## config.mk

```make
export PLATFORM = sky130hd
export DESIGN_NAME = dse_syndrome
export DESIGN_NICKNAME = d
export VERILOG_FILES = /design/src/dse_pkg.sv /design/src/dse_rb_if.sv /design/src/dse_axil_wr.sv /design/src/dse_axil_rd.sv /design/src/dse_syndrome.sv
export SDC_FILE = /design/constraint.sdc
export NUM_CORES = 1
export LEC_CHECK = 0
export ABC_AREA = 1
export BUFFER_PORTS_ARGS = -buffer_cell sky130_fd_sc_hd__buf_2
export CORE_MARGIN = 2
export CORE_UTILIZATION = 57
export DETAILED_ROUTE_END_ITERATION = 10
export GPL_TIMING_DRIVEN = 0
export MAX_ROUTING_LAYER = met4
export PLACE_DENSITY = 0.88
export SLEW_MARGIN = 20
export SYNTH_ARGS = -nofsm -noshare
export SYNTH_HDL_FRONTEND = slang
export SYNTH_HIERARCHICAL = 1
export SYNTH_SLANG_ARGS = --single-unit
```

## constraint.sdc

```tcl
create_clock -name clk -period 2.21 [get_ports clk]
set_input_delay 0.1105 -clock clk [delete_from_list [all_inputs] [get_ports clk]]
set_output_delay 0.1105 -clock clk [all_outputs]
set_load 0.1 [all_outputs]
```

## src/dse_pkg.sv

```systemverilog
// constants and types of the syndrome encoder
// shared by the top module and its leaves
package dse_pkg;

    localparam int ADDR_W = 8;
    localparam int DATA_W = 32;

    // register offsets (byte addresses)
    localparam logic [7:0] OFS_SYND = 8'h00;
    localparam logic [7:0] OFS_CTRL = 8'h04;
    localparam logic [7:0] OFS_STAT = 8'h08;
    localparam logic [7:0] OFS_CNT = 8'h0c;

    // syndrome field layout
    localparam int SYND_WALK_POS = 7;
    localparam int SYND_DIR_POS = 6;
    localparam int FSC_W = 6;

    // control field layout
    localparam int CTRL_EXT_ADDR_POS = 0;
    localparam int CTRL_MEM_TAG_POS = 1;
    localparam int CTRL_RELIAB_POS = 2;
    localparam int CTRL_GRANULE_POS = 3;
    localparam int CTRL_HW_AD_POS = 4;
    localparam int CTRL_RELAX_POS = 5;
    localparam int CTRL_W = 6;

    // status field layout
    localparam int STAT_VALID_POS = 0;
    localparam int STAT_REJECT_POS = 1;

    // reset values
    localparam logic [7:0] SYND_RST = 8'h00;
    localparam logic [5:0] CTRL_RST = 6'h00;
    localparam logic [15:0] CNT_RST = 16'h0000;

    // lookup levels -1 and 3 on the level input
    localparam logic [2:0] LVL_M1 = 3'h7;
    localparam logic [2:0] LVL_3 = 3'h3;

    // fault status codes
    localparam logic [5:0] FSC_ADDR_SIZE = 6'h00;
    localparam logic [5:0] FSC_ADDR_SIZE_M1 = 6'h29;
    localparam logic [5:0] FSC_TRANS = 6'h04;
    localparam logic [5:0] FSC_TRANS_M1 = 6'h2b;
    localparam logic [5:0] FSC_ACC_FLAG = 6'h08;
    localparam logic [5:0] FSC_PERM = 6'h0c;
    localparam logic [5:0] FSC_EXT = 6'h10;
    localparam logic [5:0] FSC_TAG = 6'h11;
    localparam logic [5:0] FSC_EXT_WALK_M1 = 6'h13;
    localparam logic [5:0] FSC_EXT_WALK = 6'h14;
    localparam logic [5:0] FSC_PAR = 6'h18;
    localparam logic [5:0] FSC_PAR_WALK_M1 = 6'h1b;
    localparam logic [5:0] FSC_PAR_WALK = 6'h1c;
    localparam logic [5:0] FSC_ALIGN = 6'h21;
    localparam logic [5:0] FSC_GPF_WALK_M1 = 6'h23;
    localparam logic [5:0] FSC_GPF_WALK = 6'h24;
    localparam logic [5:0] FSC_GPF = 6'h28;
    localparam logic [5:0] FSC_TLB_CONFLICT = 6'h30;
    localparam logic [5:0] FSC_UNS_HW_UPD = 6'h31;
    localparam logic [5:0] FSC_LOCKDOWN = 6'h34;
    localparam logic [5:0] FSC_UNS_EXCL = 6'h35;

    // axi responses
    localparam logic [1:0] RESP_OKAY = 2'b00;
    localparam logic [1:0] RESP_SLVERR = 2'b10;

    typedef enum logic [3:0] {
        F_ADDR_SIZE = 4'b0000,
        F_TRANS = 4'b0001,
        F_ACC_FLAG = 4'b0010,
        F_PERM = 4'b0011,
        F_EXT = 4'b0100,
        F_PARITY = 4'b0101,
        F_TAG = 4'b0110,
        F_GPF = 4'b0111,
        F_ALIGN = 4'b1000,
        F_TLB_CONFLICT = 4'b1001,
        F_LOCKDOWN = 4'b1010,
        F_UNS_HW_UPD = 4'b1011,
        F_UNS_EXCL = 4'b1100
    } dse_fault_e;

endpackage

```

## src/dse_rb_if.sv

```systemverilog
// register strobes between axi leaves and register file
// all in the clk domain
`timescale 1ns/1ps
interface dse_rb_if;
    logic wr_en;
    logic [7:0] wr_addr;
    logic [31:0] wr_data;
    logic [3:0] wr_strb;
    logic wr_err;
    logic [7:0] rd_addr;
    logic [31:0] rd_data;
    logic rd_err;

    modport wr (output wr_en, output wr_addr, output wr_data, output wr_strb, input wr_err);
    modport rd (output rd_addr, input rd_data, input rd_err);
    modport regs (input wr_en, input wr_addr, input wr_data, input wr_strb, output wr_err,
                  input rd_addr, output rd_data, output rd_err);
endinterface

```

## src/dse_axil_wr.sv

```systemverilog
// axi4-lite write channels: address and data taken in either order
// assumes wr_err is combinational
`timescale 1ns/1ps
module dse_axil_wr (
    input wire logic clk, // core clock
    input wire logic resetn, // async reset, active low
    input wire logic [7:0] awaddr, // write address
    input wire logic awvalid, // write address valid
    output logic awready, // write address ready
    input wire logic [31:0] wdata, // write data
    input wire logic [3:0] wstrb, // byte strobes
    input wire logic wvalid, // write data valid
    output logic wready, // write data ready
    output logic [1:0] bresp, // write response
    output logic bvalid, // write response valid
    input wire logic bready, // write response ready
    dse_rb_if.wr rb // register strobes
);
    logic aw_have_r, aw_have_nxt;
    logic w_have_r, w_have_nxt;
    logic [7:0] addr_r, addr_nxt;
    logic [31:0] data_r, data_nxt;
    logic [3:0] strb_r, strb_nxt;
    logic bvalid_r, bvalid_nxt;
    logic [1:0] bresp_r, bresp_nxt;
    logic do_wr;

    // fires once both halves held
    assign do_wr = aw_have_r && w_have_r && !bvalid_r;
    assign rb.wr_en = do_wr;
    assign rb.wr_addr = addr_r;
    assign rb.wr_data = data_r;
    assign rb.wr_strb = strb_r;
    assign awready = !aw_have_r;
    assign wready = !w_have_r;
    assign bvalid = bvalid_r;
    assign bresp = bresp_r;

    always_comb begin
        aw_have_nxt = aw_have_r;
        w_have_nxt = w_have_r;
        addr_nxt = addr_r;
        data_nxt = data_r;
        strb_nxt = strb_r;
        bvalid_nxt = bvalid_r;
        bresp_nxt = bresp_r;
        if (awvalid && !aw_have_r) begin
            aw_have_nxt = 1'b1;
            addr_nxt = awaddr;
        end
        if (wvalid && !w_have_r) begin
            w_have_nxt = 1'b1;
            data_nxt = wdata;
            strb_nxt = wstrb;
        end
        if (do_wr) begin
            bvalid_nxt = 1'b1;
            bresp_nxt = rb.wr_err ? dse_pkg::RESP_SLVERR : dse_pkg::RESP_OKAY;
        end
        if (bvalid_r && bready) begin
            bvalid_nxt = 1'b0;
            aw_have_nxt = 1'b0;
            w_have_nxt = 1'b0;
        end
    end

    always_ff @(posedge clk or negedge resetn) begin
        if (!resetn) begin
            aw_have_r <= 1'b0;
            w_have_r <= 1'b0;
            addr_r <= 8'h00;
            data_r <= 32'h0000_0000;
            strb_r <= 4'h0;
            bvalid_r <= 1'b0;
            bresp_r <= 2'b00;
        end else begin
            aw_have_r <= aw_have_nxt;
            w_have_r <= w_have_nxt;
            addr_r <= addr_nxt;
            data_r <= data_nxt;
            strb_r <= strb_nxt;
            bvalid_r <= bvalid_nxt;
            bresp_r <= bresp_nxt;
        end
    end
endmodule

```

## src/dse_axil_rd.sv

```systemverilog
// axi4-lite read channels: one read at a time, data registered
// assumes rd_data and rd_err are combinational
`timescale 1ns/1ps
module dse_axil_rd (
    input wire logic clk, // core clock
    input wire logic resetn, // async reset, active low
    input wire logic [7:0] araddr, // read address
    input wire logic arvalid, // read address valid
    output logic arready, // read address ready
    output logic [31:0] rdata, // read data
    output logic [1:0] rresp, // read response
    output logic rvalid, // read data valid
    input wire logic rready, // read data ready
    dse_rb_if.rd rb // register read port
);
    logic rvalid_r, rvalid_nxt;
    logic [31:0] rdata_r, rdata_nxt;
    logic [1:0] rresp_r, rresp_nxt;

    assign rb.rd_addr = araddr;
    assign arready = !rvalid_r;
    assign rvalid = rvalid_r;
    assign rdata = rdata_r;
    assign rresp = rresp_r;

    always_comb begin
        rvalid_nxt = rvalid_r;
        rdata_nxt = rdata_r;
        rresp_nxt = rresp_r;
        if (rvalid_r && rready) begin
            rvalid_nxt = 1'b0;
        end else if (!rvalid_r && arvalid) begin
            rvalid_nxt = 1'b1;
            rdata_nxt = rb.rd_data;
            rresp_nxt = rb.rd_err ? dse_pkg::RESP_SLVERR : dse_pkg::RESP_OKAY;
        end
    end

    always_ff @(posedge clk or negedge resetn) begin
        if (!resetn) begin
            rvalid_r <= 1'b0;
            rdata_r <= 32'h0000_0000;
            rresp_r <= 2'b00;
        end else begin
            rvalid_r <= rvalid_nxt;
            rdata_r <= rdata_nxt;
            rresp_r <= rresp_nxt;
        end
    end
endmodule

```

## src/dse_syndrome.sv

```systemverilog
// data abort syndrome encoder: captures walk bit, direction bit and fault code
// assumes a one-cycle take pulse with its fault attributes
// Function
// - stage 2 fault on stage 1 walk access sets walk bit to one
// - walk bit reads zero for every abort that is not stage 2
// - direction bit is zero for reads and one for writes
// - cache maintenance or address translation faults report direction one
// - atomic: direction zero if a read would fault, else one
// - optional: stage 2 walk aborts for atomics may report direction zero
// - direction may be unknown for atomic external aborts and unsupported codes
// - address size faults coded by level, level -1 with extended addressing
// - translation faults coded by level, level -1 with extended addressing
// - access flag faults levels 1 to 3, level 0 with extended addressing
// - permission faults levels 1 to 3, level 0 with extended addressing
// - external abort off walk reports its single code
// - external abort on walk coded by level, level -1 extended addressing
// - parity or ecc codes only without the reliability extension
// - tag check fault code only with memory tagging
// - granule protection codes only with granule protection option
// - alignment, tlb conflict and lockdown have fixed codes
// - unsupported hardware update and unsupported exclusive have fixed codes
// - reserved fault codes are never produced
// - with walk bit set the level is the stage 2 level
// - after warm reset the syndrome fields hold no defined value; reset here loads SYND_RST, all zero
`timescale 1ns/1ps
module dse_syndrome (
    input wire logic clk, // core clock, 25 mhz
    input wire logic resetn, // async reset, active low
    input wire logic [7:0] s_axi_awaddr, // write address
    input wire logic s_axi_awvalid, // write address valid
    output logic s_axi_awready, // write address ready
    input wire logic [31:0] s_axi_wdata, // write data
    input wire logic [3:0] s_axi_wstrb, // byte strobes
    input wire logic s_axi_wvalid, // write data valid
    output logic s_axi_wready, // write data ready
    output logic [1:0] s_axi_bresp, // write response
    output logic s_axi_bvalid, // write response valid
    input wire logic s_axi_bready, // write response ready
    input wire logic [7:0] s_axi_araddr, // read address
    input wire logic s_axi_arvalid, // read address valid
    output logic s_axi_arready, // read address ready
    output logic [31:0] s_axi_rdata, // read data
    output logic [1:0] s_axi_rresp, // read response
    output logic s_axi_rvalid, // read data valid
    input wire logic s_axi_rready, // read data ready
    input wire logic abort_take, // data abort taken this cycle
    input wire logic [3:0] abort_class, // fault class
    input wire logic abort_on_walk, // fault on table walk or table update
    input wire logic [2:0] abort_level, // lookup level, 3'h7 is level -1
    input wire logic abort_stage2, // fault came from stage 2
    input wire logic abort_s1_walk, // access was made for a stage 1 walk
    input wire logic abort_write, // instruction was writing
    input wire logic abort_maint, // cache maintenance or address translation
    input wire logic abort_atomic, // atomic read-modify-write
    input wire logic abort_atomic_rd_fault, // a read would have faulted
    output logic walk_origin_bit, // captured walk bit
    output logic access_direction_bit, // captured direction bit
    output logic [5:0] fault_status_code, // captured fault code
    output logic syndrome_valid, // a syndrome has been captured
    output logic encode_reject // attributes had no legal code
);
    dse_rb_if rb ();

    logic [7:0] synd_r, synd_nxt;
    logic [5:0] ctrl_r, ctrl_nxt;
    logic valid_r, valid_nxt;
    logic reject_r, reject_nxt;
    logic reject_pulse_r, reject_pulse_nxt;
    logic [15:0] cnt_r, cnt_nxt;
    logic [6:0] enc;
    logic enc_ok;
    logic walk_b;
    logic dir_b;
    logic stat_clr_valid;
    logic stat_clr_reject;

    dse_axil_wr u_wr (
        .clk(clk),
        .resetn(resetn),
        .awaddr(s_axi_awaddr),
        .awvalid(s_axi_awvalid),
        .awready(s_axi_awready),
        .wdata(s_axi_wdata),
        .wstrb(s_axi_wstrb),
        .wvalid(s_axi_wvalid),
        .wready(s_axi_wready),
        .bresp(s_axi_bresp),
        .bvalid(s_axi_bvalid),
        .bready(s_axi_bready),
        .rb(rb.wr)
    );

    dse_axil_rd u_rd (
        .clk(clk),
        .resetn(resetn),
        .araddr(s_axi_araddr),
        .arvalid(s_axi_arvalid),
        .arready(s_axi_arready),
        .rdata(s_axi_rdata),
        .rresp(s_axi_rresp),
        .rvalid(s_axi_rvalid),
        .rready(s_axi_rready),
        .rb(rb.rd)
    );

    // offset decode shared by reads and writes
    function automatic logic reg_hit(input logic [7:0] a, input logic [7:0] ofs);
        reg_hit = (a == ofs);
    endfunction

    function automatic logic reg_mapped(input logic [7:0] a);
        reg_mapped = reg_hit(a, dse_pkg::OFS_SYND) || reg_hit(a, dse_pkg::OFS_CTRL) ||
                     reg_hit(a, dse_pkg::OFS_STAT) || reg_hit(a, dse_pkg::OFS_CNT);
    endfunction

    // returns {legal, code}
    function automatic logic [6:0] fsc_encode(input logic [3:0] cls, input logic walk,
                                              input logic [2:0] lvl, input logic [5:0] opt);
        logic ext_a;
        logic m1;
        logic l0;
        logic lv_ok;
        logic [5:0] l6;
        logic ok;
        logic [5:0] c;
        ext_a = opt[dse_pkg::CTRL_EXT_ADDR_POS];
        m1 = (lvl == dse_pkg::LVL_M1);
        l0 = (lvl == 3'h0);
        lv_ok = (lvl <= dse_pkg::LVL_3);
        l6 = {4'h0, lvl[1:0]};
        ok = 1'b0;
        c = 6'h00;
        case (cls)
            dse_pkg::F_ADDR_SIZE: begin
                ok = lv_ok || (m1 && ext_a);
                c = m1 ? dse_pkg::FSC_ADDR_SIZE_M1 : dse_pkg::FSC_ADDR_SIZE + l6;
            end
            dse_pkg::F_TRANS: begin
                ok = lv_ok || (m1 && ext_a);
                c = m1 ? dse_pkg::FSC_TRANS_M1 : dse_pkg::FSC_TRANS + l6;
            end
            dse_pkg::F_ACC_FLAG: begin
                ok = lv_ok && (!l0 || ext_a);
                c = dse_pkg::FSC_ACC_FLAG + l6;
            end
            dse_pkg::F_PERM: begin
                ok = lv_ok && (!l0 || ext_a);
                c = dse_pkg::FSC_PERM + l6;
            end
            dse_pkg::F_EXT: begin
                if (!walk) begin
                    ok = 1'b1;
                    c = dse_pkg::FSC_EXT;
                end else begin
                    ok = lv_ok || (m1 && ext_a);
                    c = m1 ? dse_pkg::FSC_EXT_WALK_M1 : dse_pkg::FSC_EXT_WALK + l6;
                end
            end
            dse_pkg::F_PARITY: begin
                if (!walk) begin
                    ok = !opt[dse_pkg::CTRL_RELIAB_POS];
                    c = dse_pkg::FSC_PAR;
                end else begin
                    ok = !opt[dse_pkg::CTRL_RELIAB_POS] && (lv_ok || (m1 && ext_a));
                    c = m1 ? dse_pkg::FSC_PAR_WALK_M1 : dse_pkg::FSC_PAR_WALK + l6;
                end
            end
            dse_pkg::F_TAG: begin
                ok = opt[dse_pkg::CTRL_MEM_TAG_POS];
                c = dse_pkg::FSC_TAG;
            end
            dse_pkg::F_GPF: begin
                if (!walk) begin
                    ok = opt[dse_pkg::CTRL_GRANULE_POS];
                    c = dse_pkg::FSC_GPF;
                end else begin
                    ok = opt[dse_pkg::CTRL_GRANULE_POS] && (lv_ok || (m1 && ext_a));
                    c = m1 ? dse_pkg::FSC_GPF_WALK_M1 : dse_pkg::FSC_GPF_WALK + l6;
                end
            end
            dse_pkg::F_ALIGN: begin
                ok = 1'b1;
                c = dse_pkg::FSC_ALIGN;
            end
            dse_pkg::F_TLB_CONFLICT: begin
                ok = 1'b1;
                c = dse_pkg::FSC_TLB_CONFLICT;
            end
            dse_pkg::F_LOCKDOWN: begin
                ok = 1'b1;
                c = dse_pkg::FSC_LOCKDOWN;
            end
            dse_pkg::F_UNS_HW_UPD: begin
                ok = opt[dse_pkg::CTRL_HW_AD_POS];
                c = dse_pkg::FSC_UNS_HW_UPD;
            end
            dse_pkg::F_UNS_EXCL: begin
                ok = 1'b1;
                c = dse_pkg::FSC_UNS_EXCL;
            end
            default: begin
                ok = 1'b0;
                c = 6'h00;
            end
        endcase
        fsc_encode = {ok, c};
    endfunction

    // level is the stage 2 level on walks
    assign enc = fsc_encode(abort_class, abort_on_walk, abort_level, ctrl_r);
    assign enc_ok = enc[6];

    // walk bit only for stage 2 faults
    assign walk_b = abort_stage2 && abort_s1_walk;

    always_comb begin
        dir_b = abort_write;
        if (abort_maint) begin
            dir_b = 1'b1;
        end else if (abort_atomic) begin
            // atomic external aborts take the same defined value
            if (ctrl_r[dse_pkg::CTRL_RELAX_POS] && walk_b) begin
                dir_b = 1'b0;
            end else begin
                dir_b = !abort_atomic_rd_fault;
            end
        end
    end

    // status clears: write one to clear, a new event wins
    assign stat_clr_valid = rb.wr_en && reg_hit(rb.wr_addr, dse_pkg::OFS_STAT) &&
                            rb.wr_strb[0] && rb.wr_data[dse_pkg::STAT_VALID_POS];
    assign stat_clr_reject = rb.wr_en && reg_hit(rb.wr_addr, dse_pkg::OFS_STAT) &&
                             rb.wr_strb[0] && rb.wr_data[dse_pkg::STAT_REJECT_POS];

    assign rb.wr_err = !reg_mapped(rb.wr_addr);
    assign rb.rd_err = !reg_mapped(rb.rd_addr);

    always_comb begin
        rb.rd_data = 32'h0000_0000;
        if (reg_hit(rb.rd_addr, dse_pkg::OFS_SYND)) begin
            rb.rd_data = {24'h00_0000, synd_r};
        end else if (reg_hit(rb.rd_addr, dse_pkg::OFS_CTRL)) begin
            rb.rd_data = {26'h000_0000, ctrl_r};
        end else if (reg_hit(rb.rd_addr, dse_pkg::OFS_STAT)) begin
            rb.rd_data = {30'h0000_0000, reject_r, valid_r};
        end else if (reg_hit(rb.rd_addr, dse_pkg::OFS_CNT)) begin
            rb.rd_data = {16'h0000, cnt_r};
        end
    end

    always_comb begin
        synd_nxt = synd_r;
        ctrl_nxt = ctrl_r;
        valid_nxt = valid_r;
        reject_nxt = reject_r;
        reject_pulse_nxt = 1'b0;
        cnt_nxt = cnt_r;
        if (rb.wr_en && reg_hit(rb.wr_addr, dse_pkg::OFS_CTRL) && rb.wr_strb[0]) begin
            ctrl_nxt = rb.wr_data[dse_pkg::CTRL_W-1:0];
        end
        if (stat_clr_valid) begin
            valid_nxt = 1'b0;
        end
        if (stat_clr_reject) begin
            reject_nxt = 1'b0;
        end
        if (abort_take) begin
            if (enc_ok) begin
                synd_nxt = {walk_b, dir_b, enc[dse_pkg::FSC_W-1:0]};
                valid_nxt = 1'b1;
                cnt_nxt = cnt_r + 16'h0001;
            end else begin
                // reserved code withheld, old syndrome kept
                reject_nxt = 1'b1;
                reject_pulse_nxt = 1'b1;
            end
        end
    end

    always_ff @(posedge clk or negedge resetn) begin
        if (!resetn) begin
            // reset value is arbitrary for software
            synd_r <= dse_pkg::SYND_RST;
            ctrl_r <= dse_pkg::CTRL_RST;
            valid_r <= 1'b0;
            reject_r <= 1'b0;
            reject_pulse_r <= 1'b0;
            cnt_r <= dse_pkg::CNT_RST;
        end else begin
            synd_r <= synd_nxt;
            ctrl_r <= ctrl_nxt;
            valid_r <= valid_nxt;
            reject_r <= reject_nxt;
            reject_pulse_r <= reject_pulse_nxt;
            cnt_r <= cnt_nxt;
        end
    end

    assign walk_origin_bit = synd_r[dse_pkg::SYND_WALK_POS];
    assign access_direction_bit = synd_r[dse_pkg::SYND_DIR_POS];
    assign fault_status_code = synd_r[dse_pkg::FSC_W-1:0];
    assign syndrome_valid = valid_r;
    assign encode_reject = reject_pulse_r;
endmodule

```

-- Word level (Yosys, flattened, before mapping)
Cells that the tools add are included.
- $add $sub $neg: 7
- order comparisons: 1
- eq/ne operators: 19
- multiplexer cells: 38
- bitwise logic cells: 1
- reductions and logical operators: 47
- operators by type and width (kind ; count):
    $pmux 6 s13 ; 1
    $mux 16 ; 4
    $mux 6 ; 8
    $eq 8x4->1 const B ; 4
    $mux 1 ; 22
    $eq 4x4->1 const B ; 5
    $logic_and 1x1->1 ; 19
    $add 16x1->16 const B ; 1
    $eq 4x3->1 const B ; 4
    $eq 8x3->1 const B ; 2
    $logic_not 8->1 ; 2
    $add 5x2->6 const A ; 2
    $add 4x2->5 const A ; 2
    $eq 4x2->1 const B ; 2
    $logic_or 1x1->1 ; 8
    $pmux 1 s8 ; 1
    $reduce_bool 2->1 ; 4
    $logic_not 1->1 ; 7
    $add 6x2->6 const A ; 1
    $add 3x2->4 const A ; 1
    $eq 4x1->1 const B ; 1
    $logic_not 4->1 ; 1
    $mux 2 ; 2
    $reduce_and 2->1 ; 2
    6 further kinds ; 7
- register bits after elaboration: 88
- logic and storage cells: 129

-- Logic depth before layout (Yosys ltp)
Gate-level depths: netlist of the first run.
- depth after elaboration: 8
- depth in mapped cells: 11
- mapped depth without buffers: 10

-- By module
The synthesis of the first run kept the hierarchy.
- modules (own cells, without submodules) (module ; instances ; cells each ; area each (um2)):
    dse_syndrome ; 1 ; 331 ; 2264.7
    dse_axil_wr ; 1 ; 210 ; 1955.6
    dse_axil_rd ; 1 ; 156 ; 1488.9

-- Least setup slack after synthesis of the first run
Ideal clock, no wire load.
- path type: register to register
- start point: reg u_wr.bvalid_r, in the netlist u_wr/bvalid
- end point: reg ctrl_r[2]
- setup time: 0.125 ns
- arrival time: 1.868 ns
- setup slack: 0.217 ns
- stages on the path, launching flop included: 8
- path buffers: 0
- clock period less this slack: 1.993 ns
- cells stage by stage: dfrtp_1 inv_1 nand3_1 inv_1 nand2_1 nor3b_1 nand2_1 mux2_2
- word-level cells in the longest chain between the ends: 4
- RTL lines (what ; line ; text):
    start: declaration ; dse_axil_wr.sv:24 ; logic bvalid_r, bvalid_nxt;
    start signal: assignment ; dse_axil_wr.sv:82 ; bvalid_r <= bvalid_nxt;
    $logic_not 1->1 ; dse_axil_wr.sv:29 ; assign do_wr = aw_have_r && w_have_r && !bvalid_r;
    $logic_and 1x1->1 ; dse_axil_wr.sv:29 ;
    named net rb.wr_en ; dse_rb_if.sv:5 ; logic wr_en;
    $logic_and 1x1->1 (2 in series) ; dse_syndrome.sv:259 ; if (rb.wr_en && reg_hit(rb.wr_addr, dse_pkg::OFS_CTRL) && rb.wr_strb[0]) begin
    end signal: assignment ; dse_syndrome.sv:285 ; ctrl_r <= dse_pkg::CTRL_RST;
    end signal: assignment ; dse_syndrome.sv:292 ; ctrl_r <= ctrl_nxt;
    end: declaration ; dse_syndrome.sv:65 ; logic [5:0] ctrl_r, ctrl_nxt;
The timed path passes the listed nets, and every way through them passes these cells.
A chain may end at the register's enable or synchronous reset.

-- Worst setup path in the final report of the first run
- start point: reg cnt_r[0]
- end point: reg cnt_r[14]
- word-level cells in the longest chain between the ends: 1
- RTL lines (what ; line ; text):
    start: declaration ; dse_syndrome.sv:69 ; logic [15:0] cnt_r, cnt_nxt;
    start signal: assignment ; dse_syndrome.sv:289 ; cnt_r <= dse_pkg::CNT_RST;
    start signal: assignment ; dse_syndrome.sv:296 ; cnt_r <= cnt_nxt;
    $add 16x1->16 ; dse_syndrome.sv:272 ; cnt_nxt = cnt_r + 16'h0001;
No other way between the ends.

==> results of run 1 <==
==> metrics by stage <==
stage	setup slack [ns]	hold WS [ns]	total power, uW	utilization
detailed placement	0.537	0.131	4280	0.668
floorplan	0.217	-0.185	3850	-
global placement	0.395	0.307	4210	0.665
finish	0.470	0.0102	5380	0.714
CTS	0.517	0.00208	5390	0.714
global route	0.326	0.0306	5650	0.714
==> area by class of cell <==
class / instances / area (um^2)
fillers: 619 / 2220
flip-flops and latches: 86 / 2150
multi-input cells: 428 / 2020
repair buffers: 97 / 583
plain buffers: 38 / 314
inverters: 40 / 153
well taps: 102 / 128
clock buffers: 9 / 124
clock inverters: 7 / 73.8
==> worst min-delay path, cell delays in order <==
cell,delay (ns)
buf_2,0.08
nand3_1,0.08
nand2_1,0.07
==> layout by cell type (no fill, tap or decap), types with 9 or more instances in the layout <==
cell / count
dfrtp_1: 86
buf_6: 11
nand2_1: 196
o21ai_0: 11
inv_1: 37
nand3_1: 96
nor2_1: 33
dlygate4sd3_1: 16
xor2_1: 10
buf_2: 84
nand4_1: 11
nor3_1: 11
clkbuf_8: 9
buf_4: 20
conb_1: 18
nand2_2: 12
==> path summary, 6_finish.rpt <==
path,start,endpoint,slack [ns],depth (start not counted)
max,cnt_r[0],cnt_r[14],0.47,8
min,s_axi_awaddr[3],u_wr/rb.wr_addr[3],0.01,3
max reg2reg,cnt_r[0],cnt_r[14],0.47,8
min reg2reg,u_rd/rdata[24],u_rd/rdata[24],0.47,2
max in group asynchronous,resetn,u_wr/rb.wr_data[4],1.31,3
min in group asynchronous,resetn,u_rd/rdata[29],0.28,2
==> registers in the layout, indices dropped and copies added, names as in the netlist <==
register	count
cnt_r	16
ctrl_r	6
encode_reject	1
reject_r	1
synd_r	8
syndrome_valid	1
u_rd/rdata	32
u_rd/rresp	1
u_rd/rvalid	1
u_wr/aw_have_r	1
u_wr/bresp	1
u_wr/bvalid	1
u_wr/rb.wr_addr	8
u_wr/rb.wr_data	6
u_wr/rb.wr_strb	1
u_wr/w_have_r	1
==> metal layers <==
layer / wire, um / GRT usage / vias to the layer above
li1: - / - / 2076
met1: 4640 / 0.312 / 1950
met2: 5220 / 0.443 / 152
met3: 566 / 0.0457 / 33
met4: 235 / 0.0966 / 0
met5: 0 / - / -
==> report_power, final <==
group          leakage [uW]  total (uW)  switching [uW]  internal [uW]
combinational       0.00180        2140            1640            497
clock             0.0000996        1110             580            526
sequential          0.00111        2130             244           1890
==> impl_metrics.toml, run 1 <==
[grt]
grt_pass1_wl_mm = 17.9
grt_max_degree = 46
overflow = 0
grt_util_all_layers = 0.261
grt_antenna_before_repair = 0
grt_pass1_vias = 4037

[cts]
hold_buffers = 16
cts_buffer_depth = 2
cts_tree = "built"
post_cts_resized = 0
cts.clk_slew.worst_paths_ns = 0.09
htreeDepth = 3
cts_buffers = 9
post-cts-setup-buffers = 0
insertion_delay_ns = 0.36
clock_sinks = 86
cts-root-buf = "clkbuf_8"

[worst_setup_path]
crit_type = "flip-flop to flip-flop"
cp_data_required_time_ns = 2.47
cp_cell_sequence = "ha_1 > nand2_1 > nor3_1 > nand3_1 > nand2_1 > nand2_1 > nand3_1 > nand2_1"
cp_slowest_cell = "dfrtp_1"
cp_top_family = "simple AND/OR/NAND/NOR gates"
arrival_ns = 2.00
start_kind = "flip-flop"
max_stage_delay_ns = 0.48
path_common_cell = "nand2_1"
crit_path_max_fanout = 7
crit_buf_inv = 0
end_kind = "flip-flop"

[route]
via_count = 4211
antenna_left = 0
drt_iter0_drc = 287
drt_wl_total_mm = 10.7
dr.pass1.iters = 5
drc = 0
routedWlPerCell_um = 13.2
vias_per_cell = 5.22

[power]
power_density_nw_per_um2 = 969
leakagePower_uw = 0.00301
peakVddDrop_v = 0.00125

[cells_and_area]
final_cells = 807
fin_area_um2 = 5550
syn_to_final_growth_pct = 21.0
nets = 775
diodes = 0
drive_gt1_frac = 0.227

[sta]
tns_ns = 0
hold_violations = 0
fmaxAchievable_mhz = 575
maxSlewHeadroom = 0.575
slew_viol_final = 0
finalSetupViolations = 0
skew_ns = 0.00993
worst_pin_slew_ns = 0.632
grt_setup_unrepaired = "false"
fin_crit_ns = 1.74
fin_crit_sh = 0.787

[placement]
place_congestion = 0.956
dp_hpwl_mm = 7.76
io_buffers = 80
dp.cells = 775
placed_area_um2 = 5190

[die]
core_area_um2 = 7770
ios = 125
die_area_um2 = 8780
rows = 32
die_h_um = 93.7
initial_core_util = 0.590
die_width_um = 93.7

[logic_synthesis]
syn_inst = 577
yosys_warnings = 6
netlist_area_um2 = 4580
syn_area_per_cell_um2 = 7.95

[hold_path]
min_path_type = "input pin to flip-flop"

[run]
max_cap_violations = 0

[run_status]
status = "finished, final reports clean"
Power figures use the tool's default switching activity.
==> run 2, diff against run 1 <==
--- a/config.mk
+++ b/config.mk
@@ -8,11 +8,11 @@
 export ABC_AREA = 1
 export BUFFER_PORTS_ARGS = -buffer_cell sky130_fd_sc_hd__buf_2
 export CORE_MARGIN = 2
-export CORE_UTILIZATION = 57
+export CORE_UTILIZATION = 56
 export DETAILED_ROUTE_END_ITERATION = 10
 export GPL_TIMING_DRIVEN = 0
 export MAX_ROUTING_LAYER = met4
-export PLACE_DENSITY = 0.88
+export PLACE_DENSITY = 0.87
 export SLEW_MARGIN = 20
 export SYNTH_ARGS = -nofsm -noshare
 export SYNTH_HDL_FRONTEND = slang
==> constraint.sdc (replaced) <==
create_clock -name clk -period 1.8 [get_ports clk]
set_input_delay 0.09 -clock clk [delete_from_list [all_inputs] [get_ports clk]]
set_output_delay 0.09 -clock clk [all_outputs]
set_load 0.1 [all_outputs]
==> run 2 against run 1 <==
Sequential power up 23%. Critical path depth shrank 5. Via count increased by 1.0%. Worst hold slack improved by 0.046 ns. Total power grew 28%. Non-clock buffer count increased by 2. Largest power group unchanged.
==> impl_metrics.toml, run 2 (synthesized netlist as in run 1, its figures left out) <==
[cts]
clock_sinks = 86
insertion_delay_ns = 0.35
cts-root-buf = "clkbuf_8"
htreeDepth = 3
cts_buffers = 9
post-cts-setup-buffers = 0
cts_tree = "built"
cts.clk_slew.worst_paths_ns = 0.08
cts_buffer_depth = 2

[route]
antenna_left = 0
drt_iter0_drc = 283
dr.pass1.iters = 5
via_count = 4253
vias_per_cell = 5.24
routedWlPerCell_um = 13.5
drc = 0
drt_wl_total_mm = 11.0

[worst_setup_path]
startpoint = "u_rd/rvalid"
timing.reg2reg.setup_slack_ns = 0.20
reg2reg_to = "cnt_r[8]"
crit_type = "flip-flop to primary output"
arrival_ns = 1.51
end_kind = "primary output"
crit_path_max_fanout = 10
cp_data_required_time_ns = 1.71
r2r.worst_path.cells = 7
r2r_start = "cnt_r[1]"
start_kind = "flip-flop"
cp-endpoint = "s_axi_arready"

[sta]
fmaxAchievable_mhz = 624
maxSlewHeadroom = 0.606
slew_viol_final = 0
fin_crit_sh = 0.891
hold_violations = 0
fin_crit_ns = 1.60
skew_ns = 0.00964
grt_setup_unrepaired = "false"
whs_ns = 0.0560
tns_ns = 0
finalSetupViolations = 0
worst_pin_slew_ns = 0.587

[cells_and_area]
largest_reg_flops = 32
diodes = 0
drive_gt1_frac = 0.232
fill_cells = 641
syn_to_final_growth_pct = 22.8
nets = 777
post-route-util = 0.696
most-common-layout-cells = "nand2_1 (196), nand3_1 (96), buf_2 (84), dfrtp_1 (84), inv_1 (37)"
layout_commonest_cell = "nand2_1"
final_cells = 812

[power]
switching_power_uw = 3040
swShare = 0.440
p_seq_frac = 0.381
leakagePower_uw = 0.00303
power_density_nw_per_um2 = 1230
peakVddDrop_v = 0.00150
totalPowerFinal_uw = 6910
power_frac_comb = 0.383
p_clk_frac = 0.236
power.internal_uw = 3870

[grt]
overflow = 0
grt_pass1_wl_mm = 18.2
grt_antenna_before_repair = 0
grt_pass1_vias = 4113
grt_max_degree = 45
grt_util_all_layers = 0.262

[run]
max_cap_violations = 0

[die]
die_width_um = 94.5
core_area_um2 = 8090
die_area_um2 = 8930
die_h_um = 94.5
initial_core_util = 0.566
ios = 125
rows = 33

[placement]
io_buffers = 80
dp_hpwl_mm = 7.88
place_congestion = 0.944
dp.cells = 778

[run_status]
status = "finished, final reports clean"

[hold_path]
min_path_type = "input pin to flip-flop"
-- run 2: cell count changes in the layout (fill, tap and decap cells not counted) --
cell / previous run / this run
nor3_1: 11 / 10
inv_6: 1 / 2
nor2_2: 2 / 3
dfrtp_2: 0 / 2
dfrtp_1: 86 / 84
clkinv_4: 2 / 0
nor2_1: 33 / 32
clkinv_2: 2 / 1
nor3_2: 0 / 1
dlygate4sd3_1: 16 / 18
bufinv_16: 1 / 3
-- run 2: critical path, cell delays in order, from the launching register on --
cell     delay [ns]
dfrtp_1        0.42
inv_4          0.14
buf_4          0.18
buf_2          0.43
-- run 2: what timing repair did --
item,4_1_cts,5_1_grt
hold buffers,18,0
hold endpoints to repair,59,0
setup endpoints to repair,0,3
gates resized for setup,0,3
-- run 2: final cells by class --
| class | instances | area (um^2) | share of cell area |
|---|---|---|---|
| Multi-Input combinational cell | 428 | 2030 | 0.361 |
| Inverter | 40 | 153 | 0.0271 |
| Tap cell | 105 | 131 | 0.0233 |
| Sequential cell | 86 | 2150 | 0.383 |
| Timing Repair Buffer | 99 | 603 | 0.107 |
| Clock buffer | 9 | 124 | 0.0220 |
| Buffer | 38 | 314 | 0.0558 |
| Clock inverter | 7 | 120 | 0.0213 |
-- run 2: power groups by stage --
stage | clock network (uW) | registers (uW) | logic (uW)
finish | 1630 | 2630 | 2640
global route | 1730 | 2690 | 2840
CTS | 1650 | 2630 | 2640
detailed placement | 0 | 2660 | 2600
global placement | 0 | 2640 | 2540
floorplan | 0 | 3620 | 1110
-- run 2: worst min path at each step --
stage            startpoint        endpoint  slack (ns)  depth (start not counted)
4_1_cts        s_axi_wvalid   u_wr/w_have_r        0.05                          4
2_1_floorplan        resetn        cnt_r[0]       -0.21                          0
6_report       s_axi_wvalid   u_wr/w_have_r        0.06                          4
3_3_place_gp   s_axi_rready     u_rd/rvalid        0.29                          2
3_5_place_dp         resetn  u_rd/rdata[31]        0.12                          1
5_1_grt        s_axi_wvalid   u_wr/w_have_r        0.07                          4
-- run 2: routing by layer --
layer	wire [um]	up-vias	global-route usage
li1	-	2080	-
met1	4590	2000	0.306
met2	5580	152	0.473
met3	627	21	0.0391
met4	165	0	0.0725
met5	0	-	-
-- run 2: per-stage QoR --
stage / instance area (um^2) / setup slack, ns
finish: 5630 / 0.196
global route: 5630 / 0.0802
CTS: 5620 / 0.0575
detailed placement: 5200 / 0.0914
global placement: 5170 / -0.142
floorplan: 4640 / 0.102
==> run 3, diff against run 2 <==
--- a/config.mk
+++ b/config.mk
@@ -6,13 +6,14 @@
 export NUM_CORES = 1
 export LEC_CHECK = 0
 export ABC_AREA = 1
+export ABC_CLOCK_PERIOD_IN_PS = 1650
 export BUFFER_PORTS_ARGS = -buffer_cell sky130_fd_sc_hd__buf_2
 export CORE_MARGIN = 2
-export CORE_UTILIZATION = 56
+export CORE_UTILIZATION = 40
 export DETAILED_ROUTE_END_ITERATION = 10
 export GPL_TIMING_DRIVEN = 0
 export MAX_ROUTING_LAYER = met4
-export PLACE_DENSITY = 0.87
+export PLACE_DENSITY = 0.67
 export SLEW_MARGIN = 20
 export SYNTH_ARGS = -nofsm -noshare
 export SYNTH_HDL_FRONTEND = slang
==> constraint.sdc (replaced) <==
create_clock -name clk -period 1.65 [get_ports clk]
set_input_delay 0.0825 -clock clk [delete_from_list [all_inputs] [get_ports clk]]
set_output_delay 0.0825 -clock clk [all_outputs]
set_load 0.1 [all_outputs]
==> run 3 against run 2 <==
First-iteration DRC count decreased by 18%. Worst hold slack got worse by 0.050 ns. Critical path type unchanged. Clock skew increased by 0.0031 ns. Wire length decreased by 0.63%. Critical path depth unchanged. Combinational power increased by 9.1%. Core utilization decreased by 19 points.
==> impl_metrics.toml, run 3 (synthesized netlist as in run 1, its figures left out) <==
[placement]
io_buffers = 80
dp_hpwl_mm = 8.04
place_congestion = 0.897

[cells_and_area]
multiInputGateArea_um2 = 2060
fill_cells = 1105
drive_gt1_frac = 0.241
diodes = 0
syn_to_final_growth_pct = 25.8
seqCellArea_um2 = 2160
most-common-layout-cells = "nand2_1 (195), nand3_1 (95), dfrtp_1 (84)"
largest_reg_flops = 32
layout_commonest_cell = "nand2_1"
nets = 776

[worst_setup_path]
end_kind = "primary output"
cp_cell_sequence = "inv_1 > buf_2 > buf_2"
path_common_cell = "buf_2"
start_kind = "flip-flop"
crit_type = "flip-flop to primary output"
crit_path_max_fanout = 10
max_stage_delay_ns = 0.45
arrival_ns = 1.47
cp_slowest_cell = "buf_2"
cp_data_required_time_ns = 1.57

[cts]
cts_tree = "built"
cts_buffer_depth = 2
htreeDepth = 3
cts.clk_slew.worst_paths_ns = 0.06
cts-root-buf = "clkbuf_16"
clock_sinks = 86
cts_buffers = 9
insertion_delay_ns = 0.34

[die]
core_area_um2 = 11300
die_area_um2 = 12300
rows = 39
die_h_um = 111
die_width_um = 111
ios = 125
initial_core_util = 0.405

[route]
drt_iter0_drc = 231
drc = 0
drt_wl_total_mm = 10.9
vias_per_cell = 4.84
wl_met2_mm = 5.11
dr.pass1.iters = 4
via_count = 4110
antenna_left = 0
highest_layer = "met4"
drt-met1-wl_mm = 5.04
wl_met3_um = 601
routedWlPerCell_um = 12.8

[sta]
tns_ns = 0
fmaxAchievable_mhz = 643
slew_viol_final = 0
maxSlewHeadroom = 0.564
fin_crit_ns = 1.55
worst_pin_slew_ns = 0.650
skew_ns = 0.0128
grt_setup_unrepaired = "false"
finalSetupViolations = 0
fin_crit_sh = 0.942
whs_ns = 0.00590
hold_violations = 0

[run_status]
status = "finished, final reports clean"

[hold_path]
min_path_type = "input pin to flip-flop"

[grt]
overflow = 0
grt_util_all_layers = 0.189
grt_antenna_before_repair = 0
grt_pass1_vias = 4082
grt_max_degree = 58
grt_pass1_wl_mm = 18.9

[power]
power_density_nw_per_um2 = 1350
totalPowerFinal_uw = 7810
leakagePower_uw = 0.00308
peakVddDrop_v = 0.00106

[run]
max_cap_violations = 0
## run 3: cell types whose count changed in the layout (fill, tap and decap cells not counted), sizes merged
cell         delta
bufinv          -2
clkbuf          +2
clkinv          +2
dlygate4sd3     -2
inv             -1
## run 3: layout make-up
cell class / count / area share
Timing Repair Buffer: 98 / 0.104
Clock inverter: 6 / 0.0124
Sequential cell: 86 / 0.374
Inverter: 40 / 0.0265
Tap cell: 143 / 0.0310
Multi-Input combinational cell: 428 / 0.358
Buffer: 38 / 0.0544
Clock buffer: 10 / 0.0397
## run 3: what timing repair did
action,4_1_cts,5_1_grt
hold buffers,16,0
setup endpoints to repair,4,12
setup buffers,0,1
resized for setup,2,7
endpoints found under the hold margin,44,0
pin swaps,0,2
## run 3: worst max-delay path: cells and delay by family, from the launching register on
| kind | cells | cell delay, ns |
|---|---|---|
| buf+inv | 3 | 0.73 |
| flops | 1 | 0.41 |
## run 3: metrics by stage
step | cell area (um^2) | instances | worst slack, ns | utilization
2_1_floorplan | 4660 | 592 | 0.00285 | -
3_3_place_gp | 5240 | 815 | -0.504 | 0.462
3_5_place_dp | 5270 | 816 | -0.120 | 0.465
4_1_cts | 5730 | 848 | 0.0102 | 0.506
5_1_grt | 5770 | 849 | 0.00670 | 0.510
6_report | 5770 | 849 | 0.0956 | 0.510
## run 3: layer usage
layer	vias to the layer above	global-route usage
li1	2083	-
met1	1897	0.243
met2	115	0.305
met3	15	0.0405
met4	0	0.0527
met5	-	-
## run 3: final timing paths
kind	from	end	slack [ns]	cells past startpoint
worst max register to register	u_wr/bvalid	ctrl_r[2]	0.13	7
worst min register to register	u_rd/rdata[18]	u_rd/rdata[18]	0.47	2
worst min-delay path	s_axi_wdata[1]	u_wr/rb.wr_data[1]	0.006	3
worst max-delay path	u_wr/aw_have_r	s_axi_awready	0.1	3
max in group asynchronous	resetn	u_wr/bvalid	0.79	3
min in group asynchronous	resetn	u_rd/rdata[31]	0.22	2
## run 3: power by group
group	switching, uW	leakage [uW]	internal, uW	total [uW]
sequential	346	0.00111	2550	2890
combinational	2200	0.00183	683	2880
clock	850	0.000145	1190	2040
